File: config.mk
export PLATFORM = sky130hd
export DESIGN_NAME = vlm_regs
export DESIGN_NICKNAME = d
export VERILOG_FILES = /design/src/core/vlm_pkg.sv /design/src/core/vlm_link_front.sv /design/src/core/vlm_regs.sv
export SDC_FILE = /design/constraint.sdc
export NUM_CORES = 1
export LEC_CHECK = 0
export BUFFER_PORTS_ARGS = -buffer_cell sky130_fd_sc_hd__buf_2
export CAP_MARGIN = 15
export CELL_PAD_IN_SITES_DETAIL_PLACEMENT = 0
export CELL_PAD_IN_SITES_GLOBAL_PLACEMENT = 1
export CORE_MARGIN = 3
export CORE_UTILIZATION = 30
export DETAILED_ROUTE_END_ITERATION = 16
export GPL_ROUTABILITY_DRIVEN = 0
export GPL_TIMING_DRIVEN = 0
export PLACE_DENSITY = 0.68
export SLEW_MARGIN = 30
export SYNTH_ARGS = -nofsm -noshare
export SYNTH_HDL_FRONTEND = slang
export SYNTH_HIERARCHICAL = 1
export SYNTH_SLANG_ARGS = --single-unit
File: constraint.sdc
create_clock -name mclk_in -period 11.11 [get_ports mclk_in]
set_input_delay 0.5555 -clock mclk_in [delete_from_list [all_inputs] [get_ports mclk_in]]
set_output_delay 0.5555 -clock mclk_in [all_outputs]
set_load 0.02 [all_outputs]
File: src/core/vlm_pkg.sv
// vlm_pkg: constants and types for the output limit and margin registers
package vlm_pkg;
  // ----------------------------------------
  // link addressing and command codes
  // ----------------------------------------
  localparam logic [6:0] BUS_ADDR = 7'h40;
  localparam logic [7:0] CMD_UPPER = 8'h24;
  localparam logic [7:0] CMD_MARGH = 8'h25;
  localparam logic [7:0] CMD_MARGL = 8'h26;
  localparam logic [7:0] CMD_SLEW = 8'h27;
  localparam logic [3:0] BITS_PER_BYTE = 4'h8;
  localparam logic [3:0] LAST_TX_BIT = 4'h7;
  localparam logic [2:0] IDX_ADDR = 3'h0;
  localparam logic [2:0] IDX_CMD = 3'h1;
  localparam logic [2:0] IDX_LO = 3'h2;
  localparam logic [2:0] IDX_HI = 3'h3;
  localparam logic [2:0] IDX_OVER = 3'h4;
  // ----------------------------------------
  // field layout and reset values
  // ----------------------------------------
  localparam int EXP_MSB = 15;
  localparam int EXP_LSB = 11;
  localparam int MAN_MSB = 10;
  localparam logic [4:0] SLEW_EXP_RST = 5'h1C;
  localparam logic signed [5:0] RATE_EXP_BIAS = 6'sh04;
  localparam logic [8:0] RATE_MIN = 9'h001;
  localparam logic [8:0] RATE_MAX = 9'h0FF;
  localparam logic [1:0] MARG_LOW = 2'h1;
  localparam logic [1:0] MARG_HIGH = 2'h2;
  localparam logic [15:0] DAC_MAX_CODE = 16'h1800;
  // ----------------------------------------
  // slew timing
  // ----------------------------------------
  localparam int CLK_FREQ_MHZ = 100;
  localparam int RATE_LSB_NV_PER_US = 62500;
  localparam int VOUT_LSB_NV = 244141;
  localparam int UNITS_PER_LSB = (VOUT_LSB_NV + RATE_LSB_NV_PER_US / 2) / RATE_LSB_NV_PER_US;
  localparam logic [9:0] STEP_COST = 10'(CLK_FREQ_MHZ * UNITS_PER_LSB);
  // ----------------------------------------
  // types
  // ----------------------------------------
  typedef enum logic [2:0] {
    ST_IDLE = 3'h0,
    ST_RX = 3'h1,
    ST_ACK = 3'h3,
    ST_TX = 3'h2,
    ST_RACK = 3'h6
  } vlm_state_t;
  typedef struct packed {
    logic sda;
    logic scl_rise;
    logic scl_fall;
    logic start;
    logic stop;
  } vlm_link_ev_t;
  typedef struct packed {
    logic limit_warn;
    logic none_above;
    logic word_vout;
    logic cml_invalid;
  } vlm_status_t;
  typedef struct packed {
    logic stb;
    logic [7:0] cmd;
    logic [15:0] data;
  } vlm_wr_t;
endpackage

File: src/core/vlm_link_front.sv
// vlm_link_front: pin synchronisers and bus condition detection
`timescale 1ns/1ps
module vlm_link_front (
  input wire logic mclk_in,
  input wire logic rst_n_in,
  input wire logic scl_in,
  input wire logic sda_in,
  output vlm_pkg::vlm_link_ev_t ev_out
);
  import vlm_pkg::*;

  logic [1:0] scl_sync_r;
  logic [1:0] sda_sync_r;
  logic scl_prev_r;
  logic sda_prev_r;
  vlm_link_ev_t ev_r;

  // ----------------------------------------
  // two-stage synchronisers
  // ----------------------------------------
  always_ff @(posedge mclk_in)
  begin
    if (!rst_n_in)
    begin
      scl_sync_r <= 2'h3;
      sda_sync_r <= 2'h3;
    end
    else
    begin
      scl_sync_r <= {scl_sync_r[0], scl_in};
      sda_sync_r <= {sda_sync_r[0], sda_in};
    end
  end

  // ----------------------------------------
  // edge and start/stop detection
  // ----------------------------------------
  always_ff @(posedge mclk_in)
  begin
    if (!rst_n_in)
    begin
      scl_prev_r <= 1'b1;
      sda_prev_r <= 1'b1;
      ev_r <= '0;
    end
    else
    begin
      scl_prev_r <= scl_sync_r[1];
      sda_prev_r <= sda_sync_r[1];
      ev_r.sda <= sda_sync_r[1];
      ev_r.scl_rise <= scl_sync_r[1] & ~scl_prev_r;
      ev_r.scl_fall <= ~scl_sync_r[1] & scl_prev_r;
      // sda moving while scl high marks start or stop
      ev_r.start <= scl_sync_r[1] & scl_prev_r & sda_prev_r & ~sda_sync_r[1];
      ev_r.stop <= scl_sync_r[1] & scl_prev_r & ~sda_prev_r & sda_sync_r[1];
    end
  end

  assign ev_out = ev_r;
endmodule // vlm_link_front

File: src/core/vlm_regs.sv
// vlm_regs: upper limit, margin and slew registers with target clamp
`timescale 1ns/1ps
module vlm_regs (
  input wire logic mclk_in,
  input wire logic rst_n_in,
  input wire logic scl_in,
  input wire logic sda_in,
  output logic sda_out,
  output logic sda_oe_out,
  input wire logic [15:0] nvm_upper_in,
  input wire logic [15:0] nvm_margh_in,
  input wire logic [15:0] nvm_margl_in,
  input wire logic [10:0] nvm_slew_man_in,
  input wire logic [15:0] nominal_cmd_in,
  input wire logic [15:0] trim_in,
  input wire logic [15:0] lower_limit_in,
  input wire logic [1:0] margin_sel_in,
  input wire logic conv_en_in,
  input wire logic clear_faults_in,
  output logic [15:0] ref_out,
  output logic [8:0] slew_rate_out,
  output vlm_pkg::vlm_status_t status_out,
  output logic alert_n_out
);
  import vlm_pkg::*;

  vlm_link_ev_t ev;
  vlm_state_t st_r;
  logic [3:0] bitc_r;
  logic [2:0] bidx_r;
  logic [7:0] shreg_r;
  logic [7:0] lo_r;
  logic [7:0] tx_r;
  logic [7:0] cmd_r;
  logic cmd_ok_r;
  logic rw_r;
  logic tx_hi_r;
  logic sda_oe_r;
  logic sda_lvl_r;
  vlm_wr_t wr_r;
  logic [15:0] upper_r;
  logic [15:0] margh_r;
  logic [15:0] margl_r;
  logic [15:0] slew_r;
  logic [8:0] rate_r;
  logic [15:0] ref_r;
  logic [9:0] acc_r;
  logic [9:0] acc_nxt;
  logic signed [17:0] sum_prev_r;
  logic [15:0] upper_prev_r;
  logic [15:0] lower_prev_r;
  vlm_status_t stat_r;
  logic alert_n_r;
  logic byte_ack_c;
  logic [15:0] rd_word_c;
  logic [15:0] base_c;
  logic signed [17:0] sum_c;
  logic hi_c;
  logic lo_c;
  logic chg_c;
  logic warn_ev_c;
  logic [15:0] goal_c;
  logic signed [17:0] cand_c;
  logic marg_ok_c;
  logic [8:0] new_rate_c;
  logic rate_ok_c;
  logic inval_ev_c;

  // ----------------------------------------
  // helpers
  // ----------------------------------------
  function automatic logic cmd_known(input logic [7:0] c);
    return (c == CMD_UPPER) || (c == CMD_MARGH) || (c == CMD_MARGL) || (c == CMD_SLEW);
  endfunction

  function automatic logic signed [17:0] eff_sum(input logic [15:0] base,
                                                 input logic [15:0] trim);
    return $signed({2'h0, base}) + $signed({{2{trim[15]}}, trim});
  endfunction

  // rate in 1/16 mV/us steps, 256 means out of range
  function automatic logic [8:0] rate_norm(input logic [15:0] w);
    logic signed [5:0] sh;
    logic [19:0] v;
    logic [5:0] amt;
    sh = $signed({w[EXP_MSB], w[EXP_MSB:EXP_LSB]}) + RATE_EXP_BIAS;
    amt = 6'(-sh);
    v = {9'h0, w[MAN_MSB:0]};
    if (w[MAN_MSB])
      v = '0;
    else if (sh >= 0)
      v = (sh > 6'sh09) ? ((v == '0) ? '0 : 20'hFFFFF) : (v << sh[3:0]);
    else
      v = (v + (20'h1 << (amt - 6'h1))) >> amt;
    return (v > {11'h0, RATE_MAX}) ? 9'h100 : v[8:0];
  endfunction

  // ----------------------------------------
  // link front end
  // ----------------------------------------
  vlm_link_front u_front (
    .mclk_in(mclk_in),
    .rst_n_in(rst_n_in),
    .scl_in(scl_in),
    .sda_in(sda_in),
    .ev_out(ev)
  );

  // ----------------------------------------
  // byte decode
  // ----------------------------------------
  always_comb
  begin
    unique case (bidx_r)
      IDX_ADDR: byte_ack_c = (shreg_r[7:1] == BUS_ADDR) && (!shreg_r[0] || cmd_ok_r);
      IDX_CMD: byte_ack_c = cmd_known(shreg_r);
      IDX_LO, IDX_HI: byte_ack_c = !rw_r;
      default: byte_ack_c = 1'b0;
    endcase
  end

  always_comb
  begin
    case (cmd_r)
      CMD_UPPER: rd_word_c = upper_r;
      CMD_MARGH: rd_word_c = margh_r;
      CMD_MARGL: rd_word_c = margl_r;
      default: rd_word_c = slew_r;
    endcase
  end

  // ----------------------------------------
  // word read/write link engine
  // ----------------------------------------
  // word transactions
  always_ff @(posedge mclk_in)
  begin
    if (!rst_n_in)
    begin
      st_r <= ST_IDLE;
      bitc_r <= '0;
      bidx_r <= IDX_ADDR;
      shreg_r <= '0;
      lo_r <= '0;
      tx_r <= '0;
      cmd_r <= '0;
      cmd_ok_r <= 1'b0;
      rw_r <= 1'b0;
      tx_hi_r <= 1'b0;
      sda_oe_r <= 1'b0;
      wr_r <= '0;
    end
    else
    begin
      wr_r.stb <= 1'b0;
      if (ev.start)
      begin
        st_r <= ST_RX;
        bitc_r <= '0;
        bidx_r <= IDX_ADDR;
        sda_oe_r <= 1'b0;
      end
      else if (ev.stop)
      begin
        st_r <= ST_IDLE;
        sda_oe_r <= 1'b0;
      end
      else
      begin
        unique case (st_r)
          ST_IDLE:
          begin
          end
          ST_RX:
          begin
            if (ev.scl_rise)
            begin
              shreg_r <= {shreg_r[6:0], ev.sda};
              bitc_r <= bitc_r + 4'h1;
            end
            else if (ev.scl_fall && bitc_r == BITS_PER_BYTE)
            begin
              bitc_r <= '0;
              bidx_r <= (bidx_r == IDX_OVER) ? IDX_OVER : bidx_r + 3'h1;
              sda_oe_r <= byte_ack_c;
              st_r <= byte_ack_c ? ST_ACK : ST_IDLE;
              if (bidx_r == IDX_ADDR)
                rw_r <= shreg_r[0];
              if (bidx_r == IDX_CMD)
              begin
                cmd_r <= shreg_r;
                cmd_ok_r <= cmd_known(shreg_r);
              end
              if (bidx_r == IDX_LO)
                lo_r <= shreg_r;
              if (bidx_r == IDX_HI && !rw_r)
              begin
                wr_r.stb <= 1'b1;
                wr_r.cmd <= cmd_r;
                wr_r.data <= {shreg_r, lo_r};
              end
            end
          end
          ST_ACK:
          begin
            if (ev.scl_fall)
            begin
              bitc_r <= '0;
              if (rw_r)
              begin
                // low byte first, open drain pulls only zeros
                tx_r <= rd_word_c[7:0];
                tx_hi_r <= 1'b0;
                sda_oe_r <= ~rd_word_c[7];
                st_r <= ST_TX;
              end
              else
              begin
                sda_oe_r <= 1'b0;
                st_r <= ST_RX;
              end
            end
          end
          ST_TX:
          begin
            if (ev.scl_fall)
            begin
              if (bitc_r == LAST_TX_BIT)
              begin
                sda_oe_r <= 1'b0;
                st_r <= ST_RACK;
              end
              else
              begin
                bitc_r <= bitc_r + 4'h1;
                tx_r <= {tx_r[6:0], 1'b0};
                sda_oe_r <= ~tx_r[6];
              end
            end
          end
          ST_RACK:
          begin
            if (ev.scl_rise)
              shreg_r <= {shreg_r[6:0], ev.sda};
            else if (ev.scl_fall)
            begin
              bitc_r <= '0;
              if (!shreg_r[0] && !tx_hi_r)
              begin
                tx_r <= rd_word_c[15:8];
                tx_hi_r <= 1'b1;
                sda_oe_r <= ~rd_word_c[15];
                st_r <= ST_TX;
              end
              else
                st_r <= ST_IDLE;
            end
          end
          default: st_r <= ST_IDLE;
        endcase
      end
    end
  end

  // ----------------------------------------
  // write checks
  // ----------------------------------------
  // margin plus trim
  assign cand_c = eff_sum(wr_r.data, trim_in);
  assign marg_ok_c = (cand_c >= 0) && (cand_c <= $signed({2'h0, DAC_MAX_CODE}));
  assign new_rate_c = rate_norm(wr_r.data);
  assign rate_ok_c = (new_rate_c >= RATE_MIN) && (new_rate_c <= RATE_MAX);
  assign inval_ev_c = wr_r.stb && ((((wr_r.cmd == CMD_MARGH) || (wr_r.cmd == CMD_MARGL))
                      && !marg_ok_c) || ((wr_r.cmd == CMD_SLEW) && !rate_ok_c));

  // ----------------------------------------
  // register storage
  // ----------------------------------------
  always_ff @(posedge mclk_in)
  begin
    if (!rst_n_in)
    begin
      upper_r <= nvm_upper_in;
      margh_r <= nvm_margh_in;
      margl_r <= nvm_margl_in;
      slew_r <= {SLEW_EXP_RST, nvm_slew_man_in};
      rate_r <= rate_norm({SLEW_EXP_RST, nvm_slew_man_in});
    end
    else if (wr_r.stb)
    begin
      case (wr_r.cmd)
        CMD_UPPER: upper_r <= wr_r.data;
        CMD_MARGH: if (marg_ok_c) margh_r <= wr_r.data;
        CMD_MARGL: if (marg_ok_c) margl_r <= wr_r.data;
        CMD_SLEW:
        begin
          if (rate_ok_c)
          begin
            slew_r <= wr_r.data;
            rate_r <= new_rate_c;
          end
        end
        default:
        begin
        end
      endcase
    end
  end

  // ----------------------------------------
  // effective target and limit check
  // ----------------------------------------
  // margin high/low or nominal select
  assign base_c = (margin_sel_in == MARG_HIGH) ? margh_r :
                  (margin_sel_in == MARG_LOW) ? margl_r : nominal_cmd_in;
  assign sum_c = eff_sum(base_c, trim_in);
  assign hi_c = sum_c > $signed({2'h0, upper_r});
  assign lo_c = sum_c < $signed({2'h0, lower_limit_in});
  assign chg_c = (sum_c != sum_prev_r) || (upper_r != upper_prev_r)
                 || (lower_limit_in != lower_prev_r);
  assign warn_ev_c = conv_en_in && (hi_c || lo_c) && chg_c;
  assign goal_c = hi_c ? upper_r : lo_c ? lower_limit_in : sum_c[15:0];

  always_ff @(posedge mclk_in)
  begin
    if (!rst_n_in)
    begin
      sum_prev_r <= '0;
      upper_prev_r <= '0;
      lower_prev_r <= '0;
    end
    else
    begin
      sum_prev_r <= sum_c;
      upper_prev_r <= upper_r;
      lower_prev_r <= lower_limit_in;
    end
  end

  // ----------------------------------------
  // slew engine
  // ----------------------------------------
  // fractional accumulator: rate/STEP_COST code steps per cycle
  assign acc_nxt = acc_r + {1'b0, rate_r};

  always_ff @(posedge mclk_in)
  begin
    if (!rst_n_in)
    begin
      ref_r <= '0;
      acc_r <= '0;
    end
    else if (!conv_en_in)
    begin
      ref_r <= goal_c;
      acc_r <= '0;
    end
    else if (ref_r == goal_c)
      acc_r <= '0;
    else if (acc_nxt >= STEP_COST)
    begin
      acc_r <= acc_nxt - STEP_COST;
      ref_r <= (goal_c > ref_r) ? ref_r + 16'h1 : ref_r - 16'h1;
    end
    else
      acc_r <= acc_nxt;
  end

  // ----------------------------------------
  // status and alert
  // ----------------------------------------
  // set wins over clear on the same edge
  always_ff @(posedge mclk_in)
  begin
    if (!rst_n_in)
      stat_r <= '0;
    else
    begin
      if (warn_ev_c)
      begin
        stat_r.limit_warn <= 1'b1;
        stat_r.none_above <= 1'b1;
        stat_r.word_vout <= 1'b1;
      end
      else if (clear_faults_in)
      begin
        stat_r.limit_warn <= 1'b0;
        stat_r.word_vout <= 1'b0;
      end
      if (warn_ev_c || inval_ev_c)
        stat_r.none_above <= 1'b1;
      else if (clear_faults_in)
        stat_r.none_above <= 1'b0;
      if (inval_ev_c)
        stat_r.cml_invalid <= 1'b1;
      else if (clear_faults_in)
        stat_r.cml_invalid <= 1'b0;
    end
  end

  always_ff @(posedge mclk_in)
  begin
    if (!rst_n_in)
    begin
      alert_n_r <= 1'b1;
      sda_lvl_r <= 1'b0;
    end
    else
    begin
      alert_n_r <= ~(stat_r.limit_warn | stat_r.cml_invalid);
      sda_lvl_r <= 1'b0;
    end
  end

  assign sda_out = sda_lvl_r;
  assign sda_oe_out = sda_oe_r;
  assign ref_out = ref_r;
  assign slew_rate_out = rate_r;
  assign status_out = stat_r;
  assign alert_n_out = alert_n_r;
endmodule // vlm_regs

# Yosys cells after proc, flatten, opt, wreduce, memory -nomap -nowiden
# Cells that the tools add are included.
op_classes:
  addsub: 12
  n_lt_le_gt_ge: 12
  eq_ne: 56
  shift: 3
  mux: 89
  n_bitwise: 24
  n_reduce_logical: 59
ops:
  columns: ["op", "n"]
  rows:
  - ["$mux 16", 18]
  - ["$mux 20", 5]
  - ["$eq 8x6->1 const B", 11]
  - ["$mux 9", 6]
  - ["$mux 7", 7]
  - ["$pmux 16 s3", 1]
  - ["$mux 11", 4]
  - ["$gt 20x8->1 const B", 2]
  - ["$add 17x16->18", 2]
  - ["$ne 16x16->1", 2]
  - ["$reduce_and 8->1", 4]
  - ["$reduce_and 6->1", 5]
  - ["$mux 25", 1]
  - ["$mux 3", 8]
  - ["$mux 4", 6]
  - ["$mux 1", 22]
  - ["$ne 2x1->1 const B", 11]
  - ["$pmux 7 s3", 1]
  - ["$add 11x20->20", 1]
  - ["$mux 10", 2]
  - ["$shl 1x6->20 const A", 1]
  - ["$shl 11x4->20", 1]
  - ["$shr 20x6->20", 1]
  - ["$ge 18x1->1 const B", 1]
  - ["other kinds (58)", 132]
word_totals:
  ff_bits: 234
  in_bits: 115
  output_inout_bits: 32
  wordCells: 294

# Depth between registers and ports, before layout
# Gate-level depths: netlist (run 1).
depth:
  depth_word: 18
  depth_mapped: 48
  mapped_depth_nobuf: 45

# Hierarchy
# The synthesis (run 1) kept the hierarchy.
modules_own_cells:
  columns: ["mod", "n_inst", "cells_per_inst", "area_per_inst_um2", "seq_area_each_um2"]
  rows:
  - ["vlm_regs", 1, 2137, 17601.9, 5144.9]
  - ["vlm_link_front", 1, 24, 317.8, 220.2]

# Worst setup path after synthesis (run 1)
# OpenSTA, ideal clock, no wires.
synth_path:
  path_type: "input-to-reg"
  startpoint: "input margin_sel_in[0]"
  endpoint: "register ref_r[15], in the netlist ref_out[15]"
  setup_time_ns: 0.074
  t_arrival_ns: 9.788
  t_required_ns: 11.036
  setup_slack_ns: 1.248
  path_stages: 47
  path_buffers: 3
  cell_sequence: "clkbuf_1 -> nand2b_1 -> nand2_1 -> clkbuf_1 -> nor2_1 -> nor2_1 -> ha_1 -> inv_1 -> fa_1 -> nor2b_1 -> o31a_1 -> o2111a_1 -> nor4_1 -> o21ba_2 -> xnor2_1 -> ha_1 -> a21o_1 -> a21o_1 -> [11 not listed] -> o21a_1 -> o21a_1 -> o21a_1 -> o2111ai_1 -> nand3_1 -> a21oi_1 -> ha_1 -> a21o_1 -> a21o_1 -> a2111oi_0 -> nor3_1 -> a211o_1 -> o41a_1 -> a31oi_1 -> o21ai_0 -> xor2_1 -> a21o_1 -> a31oi_1"
synth_via:
  elab_chain_cells: 12
  word_cells_on_any_way: 17
  cone_classes: "1 x add/sub; 3 x order compare; 4 x eq/ne; 8 x mux; 1 x reduce/logical"
synth_lines:
  columns: ["element", "line_no", "rtl"]
  rows:
  - ["from (decl)", "vlm_regs.sv:17", "input wire logic [1:0] margin_sel_in,"]
  - ["$eq 2x1->1", "vlm_regs.sv:315", "(margin_sel_in == MARG_LOW) ? margl_r : nominal_cmd_in;"]
  - ["$mux 16", "vlm_regs.sv:315", null]
  - ["$mux 16 (*)", "vlm_regs.sv:314", "assign base_c = (margin_sel_in == MARG_HIGH) ? margh_r :"]
  - ["$add 17x16->18 (*)", "vlm_regs.sv:78", "return $signed({2'h0, base}) + $signed({{2{trim[15]}}, trim});"]
  - ["named net sum_c[12]", "vlm_regs.sv:57", "logic signed [17:0] sum_c;"]
  - ["$lt 18x17->1", "vlm_regs.sv:318", "assign lo_c = sum_c < $signed({2'h0, lower_limit_in});"]
  - ["$mux 16", "vlm_regs.sv:322", "assign goal_c = hi_c ? upper_r : lo_c ? lower_limit_in : sum_c[15:0];"]
  - ["$mux 16 (*)", "vlm_regs.sv:322", null]
  - ["$gt 16x16->1", "vlm_regs.sv:363", "ref_r <= (goal_c > ref_r) ? ref_r + 16'h1 : ref_r - 16'h1;"]
  - ["$mux 16", "vlm_regs.sv:363", null]
  - ["$mux 16", "vlm_regs.sv:360", "else if (acc_nxt >= STEP_COST)"]
  - ["$mux 16", "vlm_regs.sv:358", "else if (ref_r == goal_c)"]
  - ["$mux 16", "vlm_regs.sv:353", "else if (!conv_en_in)"]
  - ["to (signal assigned)", "vlm_regs.sv:355", "ref_r <= goal_c;"]
  - ["to (signal assigned)", "vlm_regs.sv:363", null]
  - ["to (decl)", "vlm_regs.sv:46", "logic [15:0] ref_r;"]
# The timed path passes the listed nets; every way through them passes the cells marked *. The select of a mux whose other input is x is not followed.
# A chain may end at the register's enable or synchronous reset.

# Final worst setup path (run 1)
# Same ends and word-level chain as after synthesis.

==> results of run 1 <==
[report_power, final]
part	internal, mW	total [mW]	switching [mW]
combinational	0.451	1.11	0.659
sequential	0.939	0.984	0.0456
clock	0.498	0.883	0.384
total	1.89	2.98	1.09
[final timing paths]
kind	slack, ns	endpoint	startpoint
max	0.78	ref_out[15]$_SDFFE_PN0P_	margin_sel_in[0]
min	0.17	u_front/scl_sync_r[0]$_SDFF_PN1_	scl_in
max reg2reg	1.05	slew_rate_out[8]$_DFFE_PP_	wr_r[13]$_SDFFE_PN0P_
min reg2reg	0.40	u_front/scl_sync_r[1]$_SDFF_PN1_	u_front/scl_sync_r[0]$_SDFF_PN1_
[metal layers]
| metal | up-vias | GRT usage [%] | share of wire, % |
|---|---|---|---|
| li1 | 8154 | - | - |
| met1 | 8269 | 26.7 | 43 |
| met2 | 562 | 35.4 | 47 |
| met3 | 141 | 2.64 | 5.2 |
| met4 | 0 | 9.11 | 4.4 |
| met5 | - | 0 | 0 |
[area by class of cell]
cell class              instances  area (um2)  share of cell area (%)
flip-flops and latches        234        5370                    26.0
inverters                     157         589                    2.86
clock buffers                  43         807                    3.91
well taps                     765         957                    4.64
plain buffers                 109         450                    2.18
multi-input cells            1661       11600                    56.4
clock inverters                 8        53.8                   0.261
repair buffers                148         769                    3.73
[sequential cells by signal, summed over array words and instances, names as in the netlist, 4 cells and up]
name	flops
sum_prev_r	18
slew_r	16
upper_prev_r	16
tx_r	7
margh_r	16
lo_r	8
wr_r	25
u_front/ev_out	5
shreg_r	8
lower_prev_r	16
cmd_r	8
acc_r	10
upper_r	16
bitc_r	4
slew_rate_out	9
margl_r	16
ref_out	16
[metrics by stage]
step	hold slack, ns	setup slack (ns)	utilization (%)
after floorplan	0.385	1.25	-
after global placement	0.389	-1.45	33.6
after detailed placement	0.392	-0.728	33.8
after CTS	0.138	0.153	35.3
after global routing	0.157	0.191	35.3
final	0.167	0.777	35.3
[cell usage in the layout (no fill, tap or decap), types with 48 or more instances in the layout]
cell / n
nand2_1: 204
nor2b_1: 51
and2_1: 65
o21ai_0: 152
xor2_1: 48
edfxtp_1: 68
inv_1: 156
mux2i_1: 57
a21oi_1: 114
dfxtp_1: 166
ha_1: 133
xnor2_1: 60
nor2_1: 154
buf_2: 148
clkbuf_1: 94
[kinds of logic (layout without fill, tap and decap cells)]
logic type	Yosys count	in the layout	synth area share, %
simple gates	708	708	19.8
compound gates	618	618	23.3
buf+inv	266	465	5.75
flops	234	234	29.9
fa+ha+maj	138	138	9.85
xor+xnor	118	118	6.23
mux	78	78	5.07
other cells	1	1	0.0209
[what timing repair did]
item	4_1_cts	5_1_grt
setup endpoints to repair	2	4
pin swaps	0	0
resized for setup	2	17
[worst register-to-register path: stages (launching register included)]
cell and delay, ns:
dfxtp_1 0.64, clkbuf_1 0.41, clkbuf_1 0.55, clkinv_1 0.50, ha_1 0.51, clkbuf_1 0.28
xnor2_1 0.75, nor2_1 0.29, a32oi_1 0.54, nor2_1 0.12, and3_1 0.24, ha_1 0.23
fa_1 0.43, a21o_1 0.22, a221oi_1 0.65, a211oi_1 0.27, o21ai_0 0.35, o22ai_1 0.21
mux2_2 0.32, a31oi_1 0.22, a311oi_1 0.16, o21ai_1 0.78, o211ai_4 0.31, nand2_1 0.72
==> reports/metrics.yaml, run 1 <==
core-area_mm2: 0.0584
placementRows: 88
clock_skew_ns: 0.0213
synth_top_area_share_pct: 18.5
dr.pass1.iters: 5
synth_edf_count: 68
nets: 2592
fmax_ghz: 0.0968
setup_viol: 0
ff2ff_path_depth: 23
worstPathRequired_ns: 11.59
cts.path.max_buffers: 3
synth_cells: 2161
cp_top_family: "compound AO/OA/AOI/OAI gates"
yosys.cell_count.top_type: "nand2_1"
syn_nets: 2414
fin_cells: 3125
worst_setup_path_start_kind: "input pin"
cpMaxStageDelayCell: "or3_1"
yosysWarnings: 6
tns_ns: 0
status: "finished clean"
grt_max_degree: 21
postSynth.asyncResetShare_pct: 0
clkLatencyLatePin_ns: 0.57
path_clk_slew_ns: 0.06
vias: 17100
min_period_over_period_pct: 93.0
synth_cell_types: 97
antenna-diode-count: 0
syn_avg_cell_area_um2: 8.29
cpPeakStageDelay_ns: 0.47
hold_buffers: 0
p_per_area_mw_per_mm2: 144
crit_cells: 44
ant_nets: 0
dp.cells: 3074
post-route-min-period_ns: 10.33
ys_seq_area_share_pct: 29.9
rsz0062_at_grt: "false"
crit_top_cell: "a21o_1"
arrival_ns: 10.81
synth_seq_cells: 234
grt-ovfl-total: 0
maxCapViolations: 0
area_delta_synth_final_pct: 15.1
grt_pass1_vias: 16800
io-pin-count: 147
grt_pass1_wl_um: 102000
path_buf_inv: 4
clock_sink_count: 234
drc: 0
io_buffer_count: 144
netlist_area_mm2: 0.0179
end_kind: "register"
p_leak_nw: 8.75
die-height_um: 250
whs_path_depth: 2
worst_slew_pin_slew_ns: 0.989
hold_viol: 0
total_power_mw: 2.98
vdd_drop_max_v: 0.000108
synth_commonest_cells: "nand2_1, dfxtp_1, inv_1, nor2_1, o21ai_0"
place_hpwl_um: 54100
drive_gt1_share_pct: 11.6
cts_setup_buffers: 0
hold_class: "input pin to register"
relSlewSlack_pct: 33.6
synth_area_leaders: "dfxtp_1, edfxtp_1, ha_1, nand2_1, o21ai_0"
fillCellCount: 6119
grt_use_total_pct: 20.9
die_width_um: 250
antenna_found_initial: 0
synth_top_cell_by_area: "dfxtp_1"
critical_path.max_fanout: 10
tritoncts: "done"
viasPerCell: 5.48
maxSlewViolCount: 0
post_drt_wl_per_cell_um: 21.8
start_util_pct: 30.7
path_class: "input pin to register"
cts_buffers: 28
placed_cell_area_mm2: 0.0197
htreeDepth: 1
totalWireLength_um: 68100
cts_root_buf: "clkbuf_16"
dieArea_mm2: 0.0627
initialDrtViolationCount: 1463
finish.instance_area_mm2: 0.0206
yosys_most_used_dff: "dfxtp_1"
Power figures use the tool's default switching activity.
==> run 2, diff against run 1 <==
--- a/config.mk
+++ b/config.mk
@@ -9,7 +9,7 @@
 export CAP_MARGIN = 15
 export CELL_PAD_IN_SITES_DETAIL_PLACEMENT = 0
 export CELL_PAD_IN_SITES_GLOBAL_PLACEMENT = 1
-export CORE_MARGIN = 3
+export CORE_MARGIN = 5
 export CORE_UTILIZATION = 30
 export DETAILED_ROUTE_END_ITERATION = 16
 export GPL_ROUTABILITY_DRIVEN = 0
==> constraint.sdc (replaced) <==
create_clock -name mclk_in -period 11.11 [get_ports mclk_in]
set_input_delay 0 -clock mclk_in [delete_from_list [all_inputs] [get_ports mclk_in]]
set_output_delay 0 -clock mclk_in [all_outputs]
set_load 0.02 [all_outputs]
==> run 2 against run 1 <==
  * Die area rose by 3.2%
  * Combinational power about the same
  * Count of clock-buffer cells in the layout down 12
  * Core utilization rose by 1.1 points
  * Via count grew 1.3%
  * Clock skew fell by 0.0013 ns
  * Flip-flop and latch count unchanged
  * Sequential power hardly changed
  * Clock power increased by 11%
  * Non-clock buffer count is 83 higher
  * Critical path type unchanged
==> reports/metrics.yaml, run 2 (synthesis gave the netlist of run 1 again) <==
status: "finished clean"  # unchanged
hold_viol: 0  # unchanged
final_cell_mix: "nand2_1, dfxtp_1, inv_1"  # unchanged
grt_max_degree: 21  # unchanged
die-height_um: 254  # was 250 um
worstPathRequired_ns: 11.58  # was 11.59 ns
placementRows: 89  # was 88
mostFrequentLayoutCell: "nand2_1"  # unchanged
p_per_area_mw_per_mm2: 143  # was 144 mW/mm2
vias: 17400  # was 17100
cpPeakStageDelay_ns: 0.48  # was 0.47 ns
maxSlewViolCount: 0  # unchanged
grt_pass1_wl_um: 102000  # about the same
antenna_found_initial: 1  # was 0
rsz0062_at_grt: "false"  # unchanged
fmax_ghz: 0.0969  # was 0.0968 GHz
top_register: "wr_r"  # unchanged
crit_top_cell: "a21o_1"  # unchanged
start_util_pct: 30.3  # was 30.7%
cts.path.max_buffers: 3  # unchanged
grt_use_total_pct: 20.3  # was 20.9%
grt_pass1_vias: 16800  # about the same
cts_setup_buffers: 0  # unchanged
cts_root_buf: "clkbuf_16"  # unchanged
largestRegisters: "wr_r: 25 flops, sum_prev_r: 18 flops"  # unchanged
path_class: "input pin to register"  # unchanged
dieArea_mm2: 0.0647  # was 0.0627 mm2
grt-ovfl-total: 0  # unchanged
cts_buffers: 29  # was 28
clock_skew_ns: 0.0200  # was 0.0213 ns
htreeDepth: 1  # unchanged
initialDrtViolationCount: 1459  # was 1463
min_period_over_period_pct: 92.9  # was 93.0%
clkLatencyLatePin_ns: 0.56  # was 0.57 ns
setup_viol: 0  # unchanged
drive_gt1_share_pct: 11.2  # was 11.6%
area_delta_synth_final_pct: 20.2  # was 15.1%
clock_sink_count: 234  # unchanged
multi_input_area_mm2: 0.0116  # about the same
end_kind: "register"  # unchanged
dr.pass1.iters: 5  # unchanged
totalWireLength_um: 68700  # was 68100 um
relSlewSlack_pct: 31.8  # was 33.6%
post-route-min-period_ns: 10.32  # was 10.33 ns
critical_path.max_fanout: 10  # unchanged
io-pin-count: 147  # unchanged
tritoncts: "done"  # unchanged
core-area_mm2: 0.0591  # was 0.0584 mm2
hold_class: "input pin to register"  # unchanged
place_hpwl_um: 54300  # was 54100 um
io_buffer_count: 144  # unchanged
tns_ns: 0  # unchanged
viasPerCell: 5.39  # was 5.48
cpMaxStageDelayCell: "xnor2_1"  # was or3_1
largest_register_ffs: 25  # unchanged
cp_top_family: "compound AO/OA/AOI/OAI gates"  # unchanged
total_power_mw: 3.09  # was 2.98 mW
seq_area_mm2: 0.00537  # unchanged
post_drt_wl_per_cell_um: 21.3  # was 21.8 um
p_leak_nw: 9.12  # was 8.75 nW
path_buf_inv: 4  # unchanged
die_width_um: 254  # was 250 um
drc: 0  # unchanged
nets: 2676  # was 2592
ant_nets: 0  # unchanged
worst_slew_pin_slew_ns: 1.02  # was 0.989 ns
maxCapViolations: 0  # unchanged
path_clk_slew_ns: 0.06  # about the same
vdd_drop_max_v: 0.0000974  # was 0.000108 V
worst_setup_path_start_kind: "input pin"  # unchanged
arrival_ns: 10.79  # was 10.81 ns
fillCellCount: 6074  # was 6119
## run 2: cell types whose count changed in the layout (fill, tap and decap cells not counted), sizes merged, moves of 2 or more
cell / previous run / this run
dlygate4sd3: 0 / 82
clkbuf: 135 / 123
clkinv: 7 / 13
bufinv: 0 / 4
clkinvlp: 2 / 5
inv: 156 / 158
## run 2: timing repair
action | 4_1_cts | 5_1_grt
endpoints found under the hold margin | 100 | 0
hold buffers | 82 | 0
gates resized for setup | 0 | 3
endpoints found under the setup margin | 0 | 2
## run 2: path summary, 6_finish.rpt
path,from,endpoint,slack [ns],cells past startpoint
setup reg to reg,margh_r[2]$_DFFE_PP_,ref_out[15]$_SDFFE_PN0P_,0.82,41
hold reg to reg,u_front/scl_sync_r[0]$_SDFF_PN1_,u_front/scl_sync_r[1]$_SDFF_PN1_,0.40,1
setup / recovery,margin_sel_in[0],ref_out[15]$_SDFFE_PN0P_,0.79,46
hold / removal,trim_in[0],sum_prev_r[0]$_SDFF_PN0_,0.07,3
## run 2: area by class of cell
cell class | count | share of cell area [%]
repair buffers | 231 | 7.39
inverters | 157 | 2.74
well taps | 773 | 4.49
clock buffers | 31 | 3.45
flip-flops and latches | 234 | 24.9
multi-input cells | 1661 | 53.8
clock inverters | 23 | 1.12
diodes | 1 | 0.0116
plain buffers | 109 | 2.06
## run 2: per-layer routing
metal  wire [um]  track usage, %  vias to the layer above
met5           0               0                        -
met4        3070            7.86                        0
met3        4150            2.45                      137
met2       32600            34.9                      658
met1       28900            26.1                     8247
li1            -               -                     8312
## run 2: worst reg2reg max path: cells and delay by family (launching register included)
family | cells | cell delay, ns
DFF | 1 | 0.42
AOI/OAI and AO/OA | 28 | 6.89
xor gates and xnor gates | 2 | 0.61
adders and majority gates | 4 | 1.23
and+or+nand+nor | 6 | 0.79
buffers and inverters | 1 | 0.30
## run 2: power breakdown
| group | switching (mW) | internal, mW | leakage [nW] |
|---|---|---|---|
| clock | 0.401 | 0.580 | 0.470 |
| combinational | 0.657 | 0.466 | 6.59 |
| sequential | 0.0457 | 0.938 | 2.05 |
## run 2: metrics by stage
stage | std cells | hold WS (ns) | util [%] | setup slack [ns] | instance area, um2
finish | 3220 | 0.0658 | 36.4 | 0.793 | 21500
global route | 3219 | 0.0793 | 36.4 | 0.124 | 21500
CTS | 3219 | 0.0470 | 36.4 | 0.382 | 21500
detailed placement | 3083 | 0.182 | 33.3 | -0.0820 | 19700
global placement | 3078 | 0.179 | 33.2 | -0.900 | 19600
floorplan | 2161 | 0.0730 | - | 1.80 | 17900
